<file path="src/logic/bank_close_defs.svh">
// Timing constants for the bank close timing model and its command issuer.
// Assumes a 50 MHz system clock; analog times are in ns and rounded to cycles here.
`ifndef BANK_CLOSE_DEFS_SVH
`define BANK_CLOSE_DEFS_SVH
`define CLK_PERIOD_NS 20
`define NUM_BANKS 8
`define T_RTP_NS 8
`define T_RP_NS 15
`define T_RAS_NS 45
`define T_RC_NS 60
`define T_WR_NS 15
// Least times round up
`define RTP_CYC ((`T_RTP_NS + `CLK_PERIOD_NS - 1) / `CLK_PERIOD_NS)
`define RP_CYC ((`T_RP_NS + `CLK_PERIOD_NS - 1) / `CLK_PERIOD_NS)
`define RAS_CYC ((`T_RAS_NS + `CLK_PERIOD_NS - 1) / `CLK_PERIOD_NS)
`define RC_CYC ((`T_RC_NS + `CLK_PERIOD_NS - 1) / `CLK_PERIOD_NS)
`define WR_CYC ((`T_WR_NS + `CLK_PERIOD_NS - 1) / `CLK_PERIOD_NS)
`define ALL_BANKS_BIT 10
`define CNT_W 6
`define AL_DEFAULT 3'h0
`define CL_DEFAULT 3'h3
`endif

</file>
<file path="src/logic/bank_close_pkg.sv">
// Types for the link ends: cmd_t at the controller, bank_state_t at the device.
// Assumes the defs header is on the include path.
package bank_close_pkg;
  typedef enum logic [2:0] {CMD_NOP, CMD_ACT, CMD_RD, CMD_WR, CMD_PRE} cmd_t;
  typedef enum logic [1:0] {BANK_IDLE, BANK_OPEN, BANK_CLOSING} bank_state_t;
endpackage

</file>
<file path="src/logic/bank_close_if.sv">
// Command link between memory controller end and device end.
// Assumes one shared clock; commands are taken on the rising edge.
interface bank_close_if;
  logic cs_n;
  logic ras_n;
  logic cas_n;
  logic we_n;
  logic [2:0] ba;
  logic [13:0] addr;
  modport ctrl (output cs_n, ras_n, cas_n, we_n, ba, addr);
  modport dev (input cs_n, ras_n, cas_n, we_n, ba, addr);
endinterface

</file>
<file path="src/logic/bank_close_ctrl.sv">
// Controller end: issues one user command when all bank spacing is met.
// Assumes the device end follows the same timing constants.
`include "bank_close_defs.svh"
module bank_close_ctrl
  import bank_close_pkg::*;
(
  input wire logic i_sys_clk, // System clock
  input wire logic i_rst, // Sync reset, active high
  bank_close_if.ctrl link, // Command link
  input wire logic i_req_valid, // Command request
  input bank_close_pkg::cmd_t i_req_cmd, // Requested command
  input wire logic [2:0] i_req_bank, // Target bank
  input wire logic [13:0] i_req_addr, // Row/column, bit 10 auto/all
  input wire logic [2:0] i_al, // Additive latency
  input wire logic [2:0] i_cl, // CAS latency
  input wire logic i_bl8, // Burst length 8
  output logic o_req_ready // High when a request would be taken this cycle
);
  import bank_close_pkg::*;
  logic [`CNT_W-1:0] pre_ok_q [`NUM_BANKS];
  logic [`CNT_W-1:0] act_ok_q [`NUM_BANKS];
  logic [`NUM_BANKS-1:0] open_q;
  logic cs_n_q, ras_n_q, cas_n_q, we_n_q;
  logic [2:0] ba_q;
  logic [13:0] addr_q;
  wire [`CNT_W-1:0] bl_half = i_bl8 ? `CNT_W'(4) : `CNT_W'(2);
  wire [`CNT_W-1:0] rtp_m = (`RTP_CYC > 2) ? `CNT_W'(`RTP_CYC) : `CNT_W'(2);
  wire [`CNT_W-1:0] rd_pre = `CNT_W'(i_al) + bl_half + rtp_m - `CNT_W'(2);
  wire [`CNT_W-1:0] wl = `CNT_W'(i_al) + `CNT_W'(i_cl) - `CNT_W'(1);
  wire [`CNT_W-1:0] wr_pre = wl + bl_half + `CNT_W'(`WR_CYC);
  wire [`CNT_W-1:0] rd_ap_act = rd_pre + `CNT_W'(`RP_CYC + 2);
  wire [`CNT_W-1:0] wr_ap_act = wr_pre + `CNT_W'(`RP_CYC);
  wire auto = i_req_addr[`ALL_BANKS_BIT];
  wire [`NUM_BANKS-1:0] pre_tgt = auto ? {`NUM_BANKS{1'b1}} : (`NUM_BANKS'(1) << i_req_bank);
  logic all_pre_ok;
  always_comb begin
    all_pre_ok = 1'b1;
    for (int i = 0; i < `NUM_BANKS; i++)
      if (pre_tgt[i] && pre_ok_q[i] != '0) all_pre_ok = 1'b0;
  end
  wire bank_open = open_q[i_req_bank];
  wire bank_free = act_ok_q[i_req_bank] == '0;
  logic ok;
  always_comb begin
    unique case (i_req_cmd)
      CMD_NOP: ok = 1'b1;
      CMD_ACT: ok = !bank_open && bank_free;
      CMD_RD, CMD_WR: ok = bank_open;
      CMD_PRE: ok = all_pre_ok;
      default: ok = 1'b0;
    endcase
  end
  assign o_req_ready = ok;
  wire take = i_req_valid && ok;
  assign link.cs_n = cs_n_q;
  assign link.ras_n = ras_n_q;
  assign link.cas_n = cas_n_q;
  assign link.we_n = we_n_q;
  assign link.ba = ba_q;
  assign link.addr = addr_q;
  always_ff @(posedge i_sys_clk) begin
    if (i_rst) begin
      {cs_n_q, ras_n_q, cas_n_q, we_n_q} <= 4'hf;
      ba_q <= 3'h0;
      addr_q <= 14'h0000;
    end else begin
      cs_n_q <= !(take && i_req_cmd != CMD_NOP);
      ras_n_q <= !(take && (i_req_cmd == CMD_ACT || i_req_cmd == CMD_PRE));
      cas_n_q <= !(take && (i_req_cmd == CMD_RD || i_req_cmd == CMD_WR));
      we_n_q <= !(take && (i_req_cmd == CMD_WR || i_req_cmd == CMD_PRE));
      ba_q <= i_req_bank;
      addr_q <= i_req_addr;
    end
  end
  genvar b;
  for (b = 0; b < `NUM_BANKS; b++) begin : g_bank
    wire me = i_req_bank == 3'(b);
    always_ff @(posedge i_sys_clk) begin
      if (i_rst) begin
        open_q[b] <= 1'b0;
        pre_ok_q[b] <= '0;
        act_ok_q[b] <= '0;
      end else if (take && i_req_cmd == CMD_ACT && me) begin
        open_q[b] <= 1'b1;
        pre_ok_q[b] <= `CNT_W'(`RAS_CYC);
        act_ok_q[b] <= `CNT_W'(`RC_CYC);
      end else if (take && (i_req_cmd == CMD_RD || i_req_cmd == CMD_WR) && me) begin
        open_q[b] <= !auto;
        if (i_req_cmd == CMD_RD) begin
          pre_ok_q[b] <= (rd_pre > pre_ok_q[b]) ? rd_pre : pre_ok_q[b];
          if (auto) act_ok_q[b] <= (rd_ap_act > act_ok_q[b]) ? rd_ap_act : act_ok_q[b];
        end else begin
          pre_ok_q[b] <= (wr_pre > pre_ok_q[b]) ? wr_pre : pre_ok_q[b];
          if (auto) act_ok_q[b] <= (wr_ap_act > act_ok_q[b]) ? wr_ap_act : act_ok_q[b];
        end
      end else if (take && i_req_cmd == CMD_PRE && pre_tgt[b]) begin
        open_q[b] <= 1'b0;
        act_ok_q[b] <= (`CNT_W'(`RP_CYC) > act_ok_q[b]) ? `CNT_W'(`RP_CYC) : act_ok_q[b];
      end else begin
        if (pre_ok_q[b] != '0) pre_ok_q[b] <= pre_ok_q[b] - 1'b1;
        if (act_ok_q[b] != '0) act_ok_q[b] <= act_ok_q[b] - 1'b1;
      end
    end
  end
endmodule

</file>
<file path="src/flat_wrapper.sv">
// flat-port wrapper written by rule: the top's interface ports become plain ports
module bank_close_ctrl_flat import bank_close_pkg::*;
  (i_sys_clk, i_rst, i_req_valid, i_req_cmd, i_req_bank, i_req_addr, i_al, i_cl, i_bl8, o_req_ready, link_cs_n, link_ras_n, link_cas_n, link_we_n, link_ba, link_addr);
  bank_close_if link_i ();
  input wire logic i_sys_clk;
  input wire logic i_rst;
  input wire logic i_req_valid;
  input bank_close_pkg::cmd_t i_req_cmd;
  input wire logic [2:0] i_req_bank;
  input wire logic [13:0] i_req_addr;
  input wire logic [2:0] i_al;
  input wire logic [2:0] i_cl;
  input wire logic i_bl8;
  output logic o_req_ready;
  output wire logic [$bits(link_i.cs_n)-1:0] link_cs_n;
  output wire logic [$bits(link_i.ras_n)-1:0] link_ras_n;
  output wire logic [$bits(link_i.cas_n)-1:0] link_cas_n;
  output wire logic [$bits(link_i.we_n)-1:0] link_we_n;
  output wire logic [$bits(link_i.ba)-1:0] link_ba;
  output wire logic [$bits(link_i.addr)-1:0] link_addr;
  assign link_cs_n = link_i.cs_n;
  assign link_ras_n = link_i.ras_n;
  assign link_cas_n = link_i.cas_n;
  assign link_we_n = link_i.we_n;
  assign link_ba = link_i.ba;
  assign link_addr = link_i.addr;
  bank_close_ctrl u_core (.i_sys_clk(i_sys_clk), .i_rst(i_rst), .link(link_i), .i_req_valid(i_req_valid), .i_req_cmd(i_req_cmd), .i_req_bank(i_req_bank), .i_req_addr(i_req_addr), .i_al(i_al), .i_cl(i_cl), .i_bl8(i_bl8), .o_req_ready(o_req_ready));
endmodule
</file>
<file path="config.mk">
export PLATFORM = sky130hd
export DESIGN_NAME = bank_close_ctrl_flat
export DESIGN_NICKNAME = d
export VERILOG_FILES = /design/src/logic/bank_close_pkg.sv /design/src/logic/bank_close_if.sv /design/src/logic/bank_close_ctrl.sv /design/src/flat_wrapper.sv
export VERILOG_INCLUDE_DIRS = /design/src /design/src/logic
export SDC_FILE = /design/constraint.sdc
export NUM_CORES = 1
export LEC_CHECK = 0
export ABC_AREA = 1
export BUFFER_PORTS_ARGS = -buffer_cell sky130_fd_sc_hd__buf_2
export CORE_MARGIN = 8
export CORE_UTILIZATION = 36
export CTS_CLUSTER_SIZE = 20
export DETAILED_ROUTE_END_ITERATION = 8
export HOLD_SLACK_MARGIN = 0.05
export SLEW_MARGIN = 20
export SYNTH_ARGS = -nofsm -noshare
export SYNTH_HDL_FRONTEND = slang
export SYNTH_SLANG_ARGS = --single-unit
export TNS_END_PERCENT = 1
</file>
<file path="constraint.sdc">
create_clock -name i_sys_clk -period 6.15 [get_ports i_sys_clk]
set_clock_uncertainty 0.2 [all_clocks]
set_input_delay 0.615 -clock i_sys_clk [delete_from_list [all_inputs] [get_ports i_sys_clk]]
set_output_delay 0.615 -clock i_sys_clk [all_outputs]
set_load 0.02 [all_outputs]
</file>
==> flow_summary.yaml, run 1 <==
sta:
  maxSlewHeadroom_pct: 39.01
  finalSetupTns_ns: 0
  final_hold_viol_count: 0
  fin_crit_ns: 4.754
  fmax_mhz: 210.3
  finalWorstSetupSlack_ns: 1.396
  drv_slew: 0
  rsz0062_at_grt: "no"
  worstMarginPinSlew_ns: 0.9139
  setup-violations-final: 0
  timing.final.crit_share_pct: 77.30
setup_path:
  endpoint_kind: "flop"
  cp_max_fo: 9
  reg2reg_slack_ns: 2.32
  ff2ff_path_depth: 17
  r2r_end: "u_core.pre_ok_q[0][2]"
  worstPathRequired_ns: 6.05
  worstSetupPathType: "primary input to flop"
  critPathArrivalTime_ns: 4.65
  crit_path_start_kind: "primary input"
  timing.rr.start: "u_core.pre_ok_q[0][12]"
grt:
  grt_pass1_wl_um: 66180
  grt_pass1_vias: 11700
  antenna_found_initial: 1
  grt_max_degree: 40
  overflow: 0
  grt_use_total_pct: 20.38
route:
  routedWlPerCell_um: 19.17
  finalWirelength_um: 43160
  dr.pass1.iters: 6
  viasPerCell: 5.599
  num_vias: 12600
  ant_nets: 0
  drc: 0
  drtIter0Drc: 1360
cts:
  cts_hold_buf: 0
  clk_latency_ns: 0.45
  cts_tree: "yes"
  clk_path_buf_depth: 2
  cts_resized: 0
  ctsRootBufferMaster: "clkbuf_16"
  path_clk_slew_ns: 0.06
  post_cts_buffers: 0
  htreeDepth: 4
  cts.sinks: 125
  numCtsBuffers: 17
hold_path:
  hold_start: "i_req_addr[6]"
  whs_endpoint: "u_core.link.addr[6]"
  hold_class: "primary input to flop"
  hold_path_depth: 3
final_layout:
  areaGrowthSynthToFinish_pct: 11.79
  post-route-util_pct: 40.86
  drive_above_1_share_pct: 8.245
  fin_nets: 2008
  fill_cells: 3496
run_status:
  status: "complete, no violations"
floorplanning:
  die-area_um2: 41410
  die-width_um: 203.5
  core_area_um2: 34630
  initial_core_util_pct: 36.55
  dieHeight_um: 203.5
  fp-row-count: 68
  io-pin-count: 52
logic_synthesis:
  yosys.area.top_type: "edfxtp_1"
  synthFlopType: "edfxtp_1"
  ys_warn_count: 0
  synth.area.top_cells: "edfxtp_1, ha_1, nand2_1, inv_1, nand3_1"
  synth_top_area_share_pct: 22.78
  syn_inst: 1712
  synth_area_per_cell_um2: 7.393
  ys_types: 55
  synth_seq_cells: 125
  syn_area_um2: 12660
  synth_fp_nets: 1937
  seq_area_frac_synth_pct: 27.36
  async_flop_share_pct: 0
  synth-edff-count: 96
power:
  cellPowerDensity_nw_per_um2: 410.8
  leakagePower_nw: 6.735
  seq_power_share_pct: 27.0
  finalPower_w: 0.005813
  p_int_w: 0.003149
  vdd_ir_drop_max_v: 0.0001969
  switching_share_pct: 45.83
  clkPwrFrac_pct: 17.6
  p_switching_w: 0.002664
  p_comb_share_pct: 55.3
placement:
  portBuffers: 51
  gp_congestion: 0.9614
  place_ws_ns: 0.9530
  hpwl_um: 32620
flow_run:
  maxCapViolations: 0
-- registers in the layout (all words and copies together) (netlist names) --
signal and count:
u_core.act_ok_q 48, u_core.link.addr 14, u_core.link.ba 3, u_core.link.cas_n 1
u_core.link.cs_n 1, u_core.link.ras_n 1, u_core.link.we_n 1, u_core.open_q 8
u_core.pre_ok_q 48
-- critical path, stage by stage --
cell	delay [ns]
buf_2	0.13
ha_1	0.27
fa_1	0.50
ha_1	0.18
inv_1	0.07
fa_1	0.41
xnor2_2	0.26
nand3_1	0.12
xor2_1	0.16
buf_4	0.23
inv_1	0.27
ha_1	0.37
nand2_1	0.07
nor2_1	0.16
a21oi_1	0.08
a32o_1	0.22
nand3_1	0.08
nand2_1	0.06
nor2_1	0.37
-- layout by cell type (no fill, tap or decap), types with 4 or more instances in the layout --
master	Yosys	final
o22ai_1	22	22
o32ai_1	4	4
o21ai_1	20	20
o221ai_1	16	16
dfxtp_1	29	29
o21ai_0	78	78
nor2_4	10	10
a21oi_1	85	85
nor3_2	3	4
clkbuf_16	0	17
o21bai_1	17	17
xor2_1	44	44
a31oi_1	6	6
buf_4	2	22
inv_1	246	246
ha_1	192	192
o2111ai_1	4	4
o211ai_1	19	19
buf_2	1	51
nor2_2	9	9
a21o_1	4	4
nor3_1	19	18
xnor2_1	20	19
nand4_1	36	36
nand3b_1	5	5
nor2_1	177	177
a211oi_1	5	5
inv_2	13	14
o21a_1	10	10
nand2_1	329	329
nand3_1	138	138
edfxtp_1	96	96
-- metal layers --
layer	wire [um]	global-route usage (%)
met5	0	0
met4	1906	9.402
met3	3012	3.475
met2	18830	31.45
met1	19410	27.49
-- per-stage QoR --
step	cell area, um^2	hold slack [ns]	std cells
after floorplan	12660	0.2390	1712
after global placement	13570	0.2537	2219
after detailed placement	13570	0.2629	2219
after CTS	14150	0.1551	2250
after global routing	14150	0.1691	2251
final	14150	0.1684	2251
-- worst max-delay path by stage --
stage | start | endpoint
after floorplan | i_al[0] | u_core.act_ok_q[4][0]
after global placement | i_al[0] | u_core.act_ok_q[4][4]
after detailed placement | i_al[0] | u_core.act_ok_q[0][4]
after CTS | i_al[0] | u_core.act_ok_q[0][5]
after global routing | i_al[0] | u_core.act_ok_q[0][2]
final | i_al[0] | u_core.act_ok_q[4][5]
-- kinds of logic (layout without fill, tap and decap cells) --
family / Yosys count / in the layout / synth area share, %
and+or+nand+nor: 740 / 740 / 25.72
AOI/OAI and AO/OA: 304 / 304 / 14.49
buffers and inverters: 283 / 366 / 8.462
adders and majority gates: 195 / 195 / 19.45
DFF: 125 / 125 / 27.36
xor gates and xnor gates: 64 / 64 / 4.429
muxes: 1 / 1 / 0.07909
other: 0 / 1 / 0
-- power by group through the flow --
stage | registers [W] | logic (W) | clock network (W)
4_1_cts | 0.00156 | 0.00319 | 0.00104
6_report | 0.00157 | 0.00322 | 0.00103
2_1_floorplan | 0.00150 | 0.00236 | 0
5_1_grt | 0.00160 | 0.00368 | 0.00106
3_3_place_gp | 0.00158 | 0.00309 | 0
3_5_place_dp | 0.00158 | 0.00317 | 0
-- area by class of cell --
cell class	instances	area [um^2]	area share, %
Multi-Input combinational cell	1304	8135	57.49
Antenna cell	1	2.502	0.01769
Tap cell	455	569.3	4.023
Sequential cell	125	3463	24.48
Inverter	262	983.4	6.950
Clock buffer	20	456.7	3.228
Timing Repair Buffer	73	420.4	2.971
Clock inverter	11	118.9	0.8400
-- cells in the mapped netlist (6+ instances only) --
master,n
nand2_1,329
inv_1,246
ha_1,192
nor2_1,177
nand3_1,138
edfxtp_1,96
a21oi_1,85
o21ai_0,78
xor2_1,44
nand4_1,36
dfxtp_1,29
o22ai_1,22
o21ai_1,20
xnor2_1,20
nor3_1,19
o211ai_1,19
o21bai_1,17
o221ai_1,16
clkbuf_1,13
inv_2,13
nor2_4,10
o21a_1,10
nor2_2,9
a31oi_1,6
No activity file was read; power rests on OpenSTA's default activity.
==> run 2: changes to the inputs <==
Clock period 6.15 ns to 4.5 ns, I/O delays scaled along.
==> flow_summary.yaml, run 2 (synthesized netlist as in run 1, its figures left out) <==
route:
  drc: 0
  ant_nets: 0
  drtIter0Drc: 1315
  viasPerCell: 5.516
  num_vias: 12670
  finalWirelength_um: 43670
  dr.pass1.iters: 6
  routedWlPerCell_um: 19.01
setup_path:
  endpoint_kind: "flop"
  critPathArrivalTime_ns: 4.31
  crit_buf_inv: 6
  worstPathRequired_ns: 4.45
  crit_path_max_incr_delay_ns: 0.51
  path_cells: "buf_2 > ha_1 > fa_1 > ha_1 > inv_1 > fa_1 > buf_4 > inv_2 > nand3_1 > xor2_2 > inv_1 > ha_1 > a21oi_1 > nor2_1 > o32ai_1 > nand3_1 > nand2_1 > inv_1 > o21ai_1 > nand2_1"
  critPathTopFamily: "adder cells"
  worstSetupPathType: "primary input to flop"
  cp_max_fo: 9
  crit_path_start_kind: "primary input"
  cp_slowest_cell: "fa_1"
floorplanning:
  die-width_um: 203.5
  io-pin-count: 52
  dieHeight_um: 203.5
  fp-row-count: 68
  die-area_um2: 41410
  initial_core_util_pct: 36.55
  core_area_um2: 34630
final_layout:
  drive_above_1_share_pct: 10.05
  layout.cells.non_filler: 2297
  layout_common_cells: "nand2_1, inv_1, ha_1"
  fill_cells: 3492
  final_common_cell: "nand2_1"
  ff_latch_area_um2: 3463
  areaGrowthSynthToFinish_pct: 15.79
  multi_input_area_um2: 8165
  fin_nets: 2052
placement:
  gp_congestion: 0.9578
  portBuffers: 51
  dp_cells: 2250
  place_ws_ns: -0.2367
  hpwl_um: 33250
sta:
  timing.final.crit_share_pct: 96.96
  finalWorstSetupSlack_ns: 0.1369
  fmax_mhz: 229.2
  fin_crit_ns: 4.363
  final_hold_viol_count: 0
  rsz0062_at_grt: "yes"
  worstMarginPinSlew_ns: 0.9794
  drv_slew: 0
  maxSlewHeadroom_pct: 34.20
  setup-violations-final: 0
cts:
  ctsRootBufferMaster: "clkbuf_16"
  htreeDepth: 4
  clk_path_buf_depth: 2
  numCtsBuffers: 17
  cts_tree: "yes"
  cts.sinks: 125
  path_clk_slew_ns: 0.05
  clk_latency_ns: 0.45
  post_cts_buffers: 0
grt:
  grt_pass1_vias: 11830
  grt_use_total_pct: 20.71
  grt_pass1_wl_um: 67320
  grt_max_degree: 34
  overflow: 0
  antenna_found_initial: 1
hold_path:
  hold_class: "flop to flop"
power:
  vdd_ir_drop_max_v: 0.0002775
  cellPowerDensity_nw_per_um2: 566.6
  finalPower_w: 0.008304
  leakagePower_nw: 7.005
flow_run:
  maxCapViolations: 0
run_status:
  status: "complete, no violations"
==> run 2: cell types whose count changed in the layout (fill, tap and decap cells not counted), moves of 3 or more <==
cell / delta
bufinv_16: +4
clkinvlp_4: -3
dlygate4sd3_1: +13
buf_4: +30
==> run 2: worst paths after layout <==
kind / from / endpoint / slack, ns / depth (start not counted)
max: i_al[0] / u_core.act_ok_q[2][4] / 0.14 / 20
max reg2reg: u_core.act_ok_q[3][0] / u_core.pre_ok_q[0][11] / 0.88 / 14
min reg2reg: u_core.open_q[3] / u_core.open_q[3] / 0.27 / 2
min: u_core.open_q[3] / u_core.open_q[3] / 0.27 / 2
==> run 2: routing by layer <==
layer | global-route usage, % | wire (um) | vias up
li1 | - | - | 6111
met1 | 28.14 | 19370 | 5929
met2 | 32.76 | 19480 | 540
met3 | 2.666 | 3229 | 90
met4 | 8.677 | 1581 | 0
met5 | 0 | 0 | -
==> run 2: layout make-up <==
type                    instances  area share (%)
flip-flops and latches        125           23.63
repair buffers                117           5.430
well taps                     455           3.885
inverters                     262           6.710
clock inverters                11           1.451
clock buffers                  21           3.142
diodes                          2         0.03415
multi-input cells            1304           55.72
==> run 2: per-stage QoR <==
stage	TNS (ns)	util, %	hold WS, ns	area, um^2
6_report	0	42.32	0.2750	14660
5_1_grt	-0.5172	42.31	0.2724	14650
4_1_cts	0	42.28	0.2618	14640
3_5_place_dp	-9.586	39.96	0.2623	13840
2_1_floorplan	0	-	0.2390	12690
3_3_place_gp	-5.584	39.96	0.2558	13840
==> run 2: repair_timing <==
action,in CTS,in global routing
hold buffers,13,0
endpoints found under the setup margin,0,24
gates resized for setup,0,2
hold endpoints to repair,13,0
==> run 2: worst min-delay path: cells and delay by family (launching register included) <==
| kind | cells | cell delay (ns) |
|---|---|---|
| and+or+nand+nor | 1 | 0.06 |
| DFF | 1 | 0.31 |
| AOI/OAI and AO/OA | 1 | 0.05 |
==> run 2: report_power, final <==
| part | switching, W | total (W) | internal (W) |
|---|---|---|---|
| logic | 0.00275 | 0.00453 | 0.00178 |
| clock network | 0.000570 | 0.00164 | 0.00107 |
| registers | 0.000350 | 0.00214 | 0.00179 |
